==> src/rtl/itsm_cfg.svh <==
// Function
// - selector code n picks threshold n
// - map a packs inputs 0-7, 3 bits each
// - input 3 selector at 11-9, read-write
// - map b holds inputs 8-11 selectors
// - bits 14-12 pick group level a
// - bits 17-15 pick group level b
// - map a at 2eh, resets to zero
// - map b at 2fh, reserved bits zero
// - thresholds are 10-bit unsigned, lsb lowest
`ifndef ITSM_CFG_SVH
`define ITSM_CFG_SVH

// =====================================================================
// register word indices (byte address is index times four)
`define ITSM_IDX_THR_BASE 6'h29
`define ITSM_IDX_THR_LAST 6'h2c
`define ITSM_IDX_MAP_A 6'h2e
`define ITSM_IDX_MAP_B 6'h2f

// =====================================================================
// field layout
`define ITSM_SEL_W 3
`define ITSM_LVL_W 10
`define ITSM_NUM_LVL 8
`define ITSM_NUM_OWN 12
`define ITSM_NUM_SEL 14
`define ITSM_MAP_A_W 24
`define ITSM_MAP_B_W 18
`define ITSM_MAPB_GA_LSB 12
`define ITSM_MAPB_GB_LSB 15
`define ITSM_THR_HI_LSB 10
`define ITSM_GROUP_FIRST 5'h0c
`define ITSM_GROUP_LAST 5'h11

// =====================================================================
// reset values
`define ITSM_MAP_A_RST 24'h000000
`define ITSM_MAP_B_RST 18'h00000
`define ITSM_THR_RST 10'h000

`endif

==> src/rtl/itsm_pkg.sv <==
`include "itsm_cfg.svh"
package itsm_pkg;

   // =====================================================================
   // bus carriers
   typedef struct packed {
      logic read;
      logic write;
      logic [7:0] address;
      logic [31:0] writedata;
      logic [3:0] byteenable;
   } itsm_avm_req_t;

   typedef struct packed {
      logic [31:0] readdata;
      logic waitrequest;
   } itsm_avm_rsp_t;

   // =====================================================================
   // evaluation carriers
   typedef struct packed {
      logic valid;
      logic [4:0] index;
      logic [`ITSM_LVL_W-1:0] level;
   } itsm_eval_req_t;

   typedef struct packed {
      logic done;
      logic [4:0] index;
      logic above_a;
      logic above_b;
      logic [`ITSM_LVL_W-1:0] level_a;
      logic [`ITSM_LVL_W-1:0] level_b;
   } itsm_eval_rsp_t;

   typedef logic [`ITSM_NUM_LVL-1:0][`ITSM_LVL_W-1:0] itsm_lvl_bank_t;
   typedef logic [`ITSM_NUM_SEL-1:0][`ITSM_LVL_W-1:0] itsm_sel_bank_t;

   // =====================================================================
   // whole state of the top module
   typedef struct packed {
      logic ack;
      logic [31:0] rdata;
      logic [`ITSM_MAP_A_W-1:0] map_a;
      logic [`ITSM_MAP_B_W-1:0] map_b;
      itsm_lvl_bank_t thr;
      itsm_sel_bank_t sel;
      itsm_eval_rsp_t ev;
   } itsm_state_t;

endpackage

==> src/rtl/itsm_level_pick.sv <==
`timescale 1ns/1ps
`default_nettype none
`include "itsm_cfg.svh"
module itsm_level_pick (
   input wire itsm_pkg::itsm_lvl_bank_t levels,
   input wire logic [`ITSM_SEL_W-1:0] code,
   output logic [`ITSM_LVL_W-1:0] value
);
   always_comb begin
      value = levels[code];
   end
endmodule
`default_nettype wire

==> src/rtl/itsm_top.sv <==
// Local design decision: the Avalon-MM interface to the registers.
`timescale 1ns/1ps
`default_nettype none
`include "itsm_cfg.svh"
module itsm_top (
   input wire logic mclk,
   input wire logic srst,
   input wire itsm_pkg::itsm_avm_req_t avm_req,
   output itsm_pkg::itsm_avm_rsp_t avm_rsp,
   input wire itsm_pkg::itsm_eval_req_t eval_req,
   output itsm_pkg::itsm_eval_rsp_t eval_rsp,
   output itsm_pkg::itsm_sel_bank_t sel_level
);
   itsm_pkg::itsm_state_t s_reg;
   itsm_pkg::itsm_state_t s_next;
   itsm_pkg::itsm_sel_bank_t pick;
   logic [`ITSM_NUM_SEL-1:0][`ITSM_SEL_W-1:0] codes;
   logic req;
   logic [5:0] widx;
   logic [1:0] thr_k;
   logic [23:0] thr_w;

   // =====================================================================
   // helpers
   function automatic logic [23:0] merge24(
      input logic [23:0] old,
      input logic [31:0] wd,
      input logic [3:0] be
   );
      logic [23:0] r;
      r = old;
      for (int b = 0; b < 3; b++) begin
         if (be[b]) begin
            r[b*8 +: 8] = wd[b*8 +: 8];
         end
      end
      return r;
   endfunction

   function automatic logic [31:0] thr_word(
      input itsm_pkg::itsm_lvl_bank_t t,
      input logic [1:0] k
   );
      // reserved 23-20 and upper byte read zero
      return {12'h000, t[{k, 1'b1}], t[{k, 1'b0}]};
   endfunction

   // =====================================================================
   // selector fields
   always_comb begin
      for (int i = 0; i < 8; i++) begin
         codes[i] = s_reg.map_a[i*`ITSM_SEL_W +: `ITSM_SEL_W];
      end
      for (int i = 0; i < 4; i++) begin
         codes[8+i] = s_reg.map_b[i*`ITSM_SEL_W +: `ITSM_SEL_W];
      end
      codes[12] = s_reg.map_b[`ITSM_MAPB_GA_LSB +: `ITSM_SEL_W];
      codes[13] = s_reg.map_b[`ITSM_MAPB_GB_LSB +: `ITSM_SEL_W];
   end

   for (genvar g = 0; g < `ITSM_NUM_SEL; g++) begin : g_pick
      itsm_level_pick u_pick (
         .levels(s_reg.thr),
         .code(codes[g]),
         .value(pick[g])
      );
   end

   // =====================================================================
   // bus and state update
   assign req = avm_req.read | avm_req.write;
   assign widx = avm_req.address[7:2];
   // one wait state: answer in the second request cycle
   assign avm_rsp = '{readdata: s_reg.rdata, waitrequest: req & ~s_reg.ack};
   // merged word so a partial lane write keeps the other level's bits
   assign thr_k = 2'(widx - `ITSM_IDX_THR_BASE);
   assign thr_w = merge24(24'(thr_word(s_reg.thr, thr_k)), avm_req.writedata,
      avm_req.byteenable);
   assign sel_level = s_reg.sel;
   assign eval_rsp = s_reg.ev;

   always_comb begin
      s_next = s_reg;
      s_next.ack = req & ~s_reg.ack;
      s_next.sel = pick;
      // read data latched in the first cycle, stands at the answer
      if (avm_req.read && !s_reg.ack) begin
         if (widx == `ITSM_IDX_MAP_A) begin
            s_next.rdata = {8'h00, s_reg.map_a};
         end else if (widx == `ITSM_IDX_MAP_B) begin
            s_next.rdata = {14'h0000, s_reg.map_b};
         end else if (widx >= `ITSM_IDX_THR_BASE && widx <= `ITSM_IDX_THR_LAST) begin
            s_next.rdata = thr_word(s_reg.thr, 2'(widx - `ITSM_IDX_THR_BASE));
         end else begin
            s_next.rdata = 32'h00000000;
         end
      end
      // writes land only at the edge where waitrequest is low
      if (avm_req.write && s_reg.ack) begin
         if (widx == `ITSM_IDX_MAP_A) begin
            s_next.map_a = merge24(s_reg.map_a, avm_req.writedata, avm_req.byteenable);
         end else if (widx == `ITSM_IDX_MAP_B) begin
            s_next.map_b = 18'(merge24({6'h00, s_reg.map_b}, avm_req.writedata,
               avm_req.byteenable));
         end else if (widx >= `ITSM_IDX_THR_BASE && widx <= `ITSM_IDX_THR_LAST) begin
            s_next.thr[{thr_k, 1'b0}] = thr_w[`ITSM_LVL_W-1:0];
            s_next.thr[{thr_k, 1'b1}] = thr_w[`ITSM_THR_HI_LSB +: `ITSM_LVL_W];
         end
      end
      s_next.ev.done = 1'b0;
      if (eval_req.valid && eval_req.index <= `ITSM_GROUP_LAST) begin
         s_next.ev.done = 1'b1;
         s_next.ev.index = eval_req.index;
         if (eval_req.index < `ITSM_GROUP_FIRST) begin
            s_next.ev.level_a = pick[eval_req.index[3:0]];
            s_next.ev.level_b = `ITSM_THR_RST;
            s_next.ev.above_a = eval_req.level >= pick[eval_req.index[3:0]];
            s_next.ev.above_b = 1'b0;
         end else begin
            s_next.ev.level_a = pick[12];
            s_next.ev.level_b = pick[13];
            s_next.ev.above_a = eval_req.level >= pick[12];
            s_next.ev.above_b = eval_req.level >= pick[13];
         end
      end
   end

   always_ff @(posedge mclk) begin
      if (srst) begin
         s_reg <= '0;
      end else begin
         s_reg <= s_next;
      end
   end
endmodule
`default_nettype wire

==> config.mk <==
export PLATFORM = sky130hd
export DESIGN_NAME = itsm_top
export DESIGN_NICKNAME = d
export VERILOG_FILES = /design/src/rtl/itsm_pkg.sv /design/src/rtl/itsm_level_pick.sv /design/src/rtl/itsm_top.sv
export VERILOG_INCLUDE_DIRS = /design/src /design/src/rtl
export SDC_FILE = /design/constraint.sdc
export NUM_CORES = 1
export LEC_CHECK = 0
export BUFFER_PORTS_ARGS = -buffer_cell sky130_fd_sc_hd__buf_2
export CAP_MARGIN = 20
export CORE_UTILIZATION = 49
export CTS_CLUSTER_SIZE = 40
export DETAILED_ROUTE_END_ITERATION = 12
export PLACE_DENSITY = 0.69
export SLEW_MARGIN = 25
export SYNTH_ARGS = -nofsm -noshare
export SYNTH_HDL_FRONTEND = slang
export SYNTH_SLANG_ARGS = --single-unit
==> constraint.sdc <==
create_clock -name mclk -period 5.7 [get_ports mclk]
set_clock_uncertainty 0.15 [all_clocks]
set_input_delay 0.855 -clock mclk [delete_from_list [all_inputs] [get_ports mclk]]
set_output_delay 0.855 -clock mclk [all_outputs]
set_load 0.005 [all_outputs]
=== Word-level counts from Yosys, hierarchy flattened ===
Cells that the tools add are included.

* Reduce and logical (&&, ||, !) cells: 14
* Multiplexer cells: 48
* Add/subtract/negate cells: 1
* $lt $le $gt $ge: 26
* Bitwise operators: 5
* Equality and inequality tests: 2

{| class="wikitable"
|+ Operator list
! kind !! number
|-
| 10-bit binary-select mux with 3-bit select || 14
|-
| 10-bit two-way mux || 19
|-
| 80-bit bitwise mux || 2
|-
| 3-bit by 4-bit less-than comparator with 1-bit output (second input constant) || 16
|-
| 10-bit binary-select mux with 2-bit select || 2
|-
| 10-bit binary-select mux with 4-bit select || 1
|-
| 10-bit demux with 2-bit select || 2
|-
| 20-bit two-way mux || 2
|-
| 10-bit greater-or-equal comparator || 3
|-
| 28-bit two-way mux || 1
|-
| 24-bit two-way mux || 1
|-
| 22-bit two-way mux || 1
|-
| 8-bit two-way mux || 2
|-
| 4-bit AND reduction || 4
|-
| 6-bit == test (second input constant) || 2
|-
| 3-bit AND reduction || 3
|-
| 3-bit by 1-bit greater-or-equal comparator with 1-bit output (second input constant) || 2
|-
| 6-bit greater-or-equal comparator (second input constant) || 1
|-
| 6-bit <= comparator (second input constant) || 1
|-
| 1-bit logical AND || 6
|-
| 5-bit <= comparator (second input constant) || 1
|-
| 4-bit by 5-bit less-than comparator with 1-bit output (second input constant) || 1
|-
| 5-bit by 4-bit less-than comparator with 1-bit output (second input constant) || 1
|-
| 4-bit two-way mux || 1
|-
| other kinds (5) || 7
|}

* Register bits: 323
* Input bits: 64
* Logic and storage cells: 132

=== Longest topological paths before layout ===
* Word-level depth: 7
* Depth in mapped cells: 18
* Depth with buffers taken out: 15

=== By module ===
A second synthesis with hierarchy kept.

* Cell total of the unflattened synthesis: 1,908
* Area total of the unflattened synthesis: 23,695.2 um2

{| class="wikitable"
|+ Modules (own cells, without submodules)
! module !! cells each !! times used !! area each (um2) !! sequential area each (um2)
|-
| itsm_top || 1,418 || 1 || 14,288.7 || 6,306.0
|-
| itsm_level_pick || 35 || 14 || 671.9 || 0.0
|}

=== Worst setup path before layout ===
OpenSTA, ideal clock, no wires.

* Path type: input to register
* Start: input eval_req[10] in the netlist's numbering
* End: register s_reg, in the netlist eval_rsp[21]
* Setup time: 0.127 ns
* Arrival time: 3.429 ns
* Stages: 16
* Required time: 5.423 ns
* Setup slack: 1.994 ns
* Cells stage by stage: clkbuf_1 > inv_1 > clkbuf_1 > nand2_1 > a2111oi_0 > a31oi_1 > and3_1 > inv_1 > ha_1 > nand2b_1 > a21o_1 > a21o_1 > a211oi_1 > o31ai_1 > a211oi_1 > o22ai_1

* Longest elaborated chain between the ends: 4

{| class="wikitable"
|+ RTL lines
! item !! RTL line !! text
|-
| start, declared || itsm_top.sv:10 || <nowiki>input wire itsm_pkg::itsm_eval_req_t eval_req,</nowiki>
|-
| 10-bit binary-select mux with 4-bit select || itsm_top.sv:117 || <nowiki>s_next.ev.above_a = eval_req.level >= pick[eval_req.index[3:0]];</nowiki>
|-
| 10-bit two-way mux (implied by the code) || itsm_top.sv:117 ||
|-
| 10-bit greater-or-equal comparator || itsm_top.sv:117 ||
|-
| 22-bit two-way mux || itsm_top.sv:114 || <nowiki>if (eval_req.index < `ITSM_GROUP_FIRST) begin</nowiki>
|-
| end signal, assigned || itsm_top.sv:132 || <nowiki>s_reg <= s_next;</nowiki>
|-
| end, declared || itsm_top.sv:14 || <nowiki>itsm_pkg::itsm_state_t s_reg;</nowiki>
|}

Parallel ways exist; a longest one is shown, timed or not. The select of a mux whose other input is x is not followed.
A chain may end at the register's enable or synchronous reset.

=== Worst setup path in the final report ===
* Start: register s_reg[209] in the netlist's numbering
* End: register s_reg, in the netlist eval_rsp[21]

* Longest elaborated chain between the ends: 6

{| class="wikitable"
|+ RTL lines
! item !! RTL line !! text
|-
| 10-bit binary-select mux with 3-bit select || itsm_level_pick.sv:10 || <nowiki>value = levels[code];</nowiki>
|-
| 10-bit two-way mux (implied by the code) || itsm_level_pick.sv:10 ||
|-
| 10-bit binary-select mux with 4-bit select || itsm_top.sv:117 ||
|-
| 10-bit two-way mux (implied by the code) || itsm_top.sv:117 ||
|-
| 10-bit greater-or-equal comparator || itsm_top.sv:117 ||
|-
| 22-bit two-way mux * || itsm_top.sv:114 ||
|}

Mark *: on every way between the ends. The rest lies on a longest branch, timed or not. The select of a mux whose other input is x is not followed.

==> impl_metrics.tcl <==
set metrics [dict create \
    io_pins 265 \
    start_util_pct 49.8 \
    cts.path.max_buffers 3 \
    htree_levels 2 \
    die_h_microns 217 \
    status "finished, final reports clean" \
    multi_input_area_sq_um 13600 \
    gp_congestion 1.01 \
    syn_area_per_cell_sq_um 9.67 \
    cts_tree "built" \
    num_vias 20300 \
    cts_setup_buffers 0 \
    fillerInstances 4098 \
    path_buf_inv 0 \
    rows 78 \
    numCtsBuffers 34 \
    crit_type "flip-flop to flip-flop" \
    drv_slew 0 \
    grt_first_pass_wirelength_microns 132000 \
    drt_pre_antenna_iters 8 \
    cts_num_sinks 315 \
    cp-start-kind "flip-flop" \
    pre_cts_ws_ns 1.38 \
    tightest_slew_ns 1.20 \
    seqCellArea_sq_um 6310 \
    post_cts_resized 0 \
    layout.cells.non_filler 2864 \
    tns_ns 0 \
    clock-root-buffer "clkbuf_16" \
    maxCapViolCount 0 \
    grt_use_total_pct 38.5 \
    crit_chain "mux4_2, o21ai_0, a211oi_1, a2111oi_0, or3_1, ha_1, a21o_1, a21o_1, a211oi_1, o31ai_1, a211oi_1, o22ai_1" \
    wl_microns 92400 \
    hpwl_microns 64700 \
    antenna_found_initial 2 \
    power.leakage_uw 0.00872 \
    end_kind "flip-flop" \
    crit_required_ns 6.00 \
    fin_crit_sh_pct 80.2 \
    setup_ws_ns 1.13 \
    die_x_microns 217 \
    arrival_ns 4.87 \
    path_clk_slew_ns 0.06 \
    core_area_sq_um 45500 \
    synth_cell_types 66 \
    syn2layout_area_growth_pct 4.08 \
    grt_max_degree 117 \
    ant_nets 0 \
    synthArstFlopShare_pct 0 \
    synthCells 2345 \
    vias_per_cell 7.10 \
    yosysWarnings 0 \
    holdCritPathClass "flip-flop to flip-flop" \
    hold_buffers 0 \
    mostFrequentLayoutCells "dfxtp_1 (313), mux2i_1 (288), nor2_1 (266)" \
    syn_area_sq_um 22700 \
    slowest_delay_ns 0.93 \
    max_freq_mhz 219 \
    grt_pass1_vias 19000 \
    crit_family "compound AO/OA/AOI/OAI gates" \
    ys.flop_type "dfxtp_1" \
    synth_seq_area_share_pct 27.8 \
    fin_crit_ns 4.57 \
    grt-ovfl-total 0 \
    ir_worst_vdd_mv 0.205 \
    ys_seq_elements 315 \
    cp_max_fo 16 \
    route.detailed.drc 0 \
    dr.first_iter.drc_count 3339 \
    cpMostUsedCell "a211oi_1" \
    hold_viol 0 \
    wire_per_inst_microns 32.3 \
    layout_commonest_cell "dfxtp_1" \
    final_nets 2341 \
    largest_reg_flops 140 \
    drive_gt1_share_pct 26.3 \
    dp_cells 2805 \
    power_density_nw_per_um2 197 \
    port_buffers 245 \
    crit_slowest_cell "o21ai_0" \
    worstSkewPairLatency_ns 0.56 \
    grt_setup_unrepaired "no" \
    whs_ns 0.300 \
    die_area_sq_um 47100 \
    finalSetupViolCount 0 \
    synth_enable_flop_cells 0 \
    maxSlewHeadroom_pct 19.2 \
]
[final timing paths]
kind	cells past startpoint	slack, ns	from	to
worst max-delay path	12	1.13	s_reg[209]$_SDFFE_PP0P_	eval_rsp[21]$_SDFFE_PP0P_
worst min-delay path	2	0.30	eval_rsp[2]$_SDFFE_PP0P_	eval_rsp[2]$_SDFFE_PP0P_
worst max register to register	12	1.13	s_reg[209]$_SDFFE_PP0P_	eval_rsp[21]$_SDFFE_PP0P_
worst min register to register	2	0.30	eval_rsp[2]$_SDFFE_PP0P_	eval_rsp[2]$_SDFFE_PP0P_
[cells in the mapped netlist (all sizes together) (31+ instances only)]
cell type | number | area (sq um)
clkbuf | 174 | 654
o21ai | 108 | 552
nand3 | 31 | 155
mux2i | 288 | 2880
buf | 288 | 2010
nand2 | 98 | 368
a21oi | 49 | 245
ha | 36 | 450
nor2 | 267 | 1000
a22oi | 119 | 893
a211oi | 98 | 736
dfxtp | 315 | 6310
mux4 | 198 | 4490
[cell families after synthesis]
| group | after synthesis | share of synthesized area (%) |
|---|---|---|
| compound gates | 482 | 14.6 |
| other cells | 1 | 0.0165 |
| mux | 499 | 33.2 |
| flops | 315 | 27.8 |
| fa+ha+maj | 36 | 1.99 |
| buf+inv | 490 | 12.2 |
| simple gates | 522 | 10.2 |
[stage by stage]
step	total power, uW	cell area (sq um)	util (%)
floorplan	2510	22700	-
global placement	2600	22500	49.6
detailed placement	2610	22500	49.6
CTS	4660	23600	51.9
global route	4780	23600	51.9
finish	4650	23600	51.9
[per-layer routing]
metal | vias up | global-route usage, % | wire length [microns]
met5 | - | 0 | 0
met4 | 0 | 21.8 | 6430
met3 | 367 | 17.1 | 15700
met2 | 1912 | 53.1 | 36600
met1 | 9748 | 49.7 | 33700
li1 | 8296 | - | -
[power breakdown]
| part | total [uW] | leakage, uW | switching, uW | internal [uW] |
|---|---|---|---|---|
| Combinational | 327 | 0.00566 | 217 | 110 |
| Sequential | 2250 | 0.00254 | 23.7 | 2220 |
| Clock | 2080 | 0.000510 | 923 | 1150 |
| Total | 4650 | 0.00872 | 1160 | 3490 |
[worst min-delay path, cell delays in order, from the launching register on]
cell,delay [ns]
dfxtp_1,0.32
nand2_1,0.05
o21ai_0,0.05
[layout make-up]
type	count	area share (%)
multi-input combinational	1547	57.8
sequential	315	26.7
timing repair buffer	315	7.46
clock buffer	40	3.87
tap	600	3.18
clock inverter	17	0.504
inverter	28	0.446
antenna	2	0.0212
Note: power is estimated with default switching activity, not from simulation.
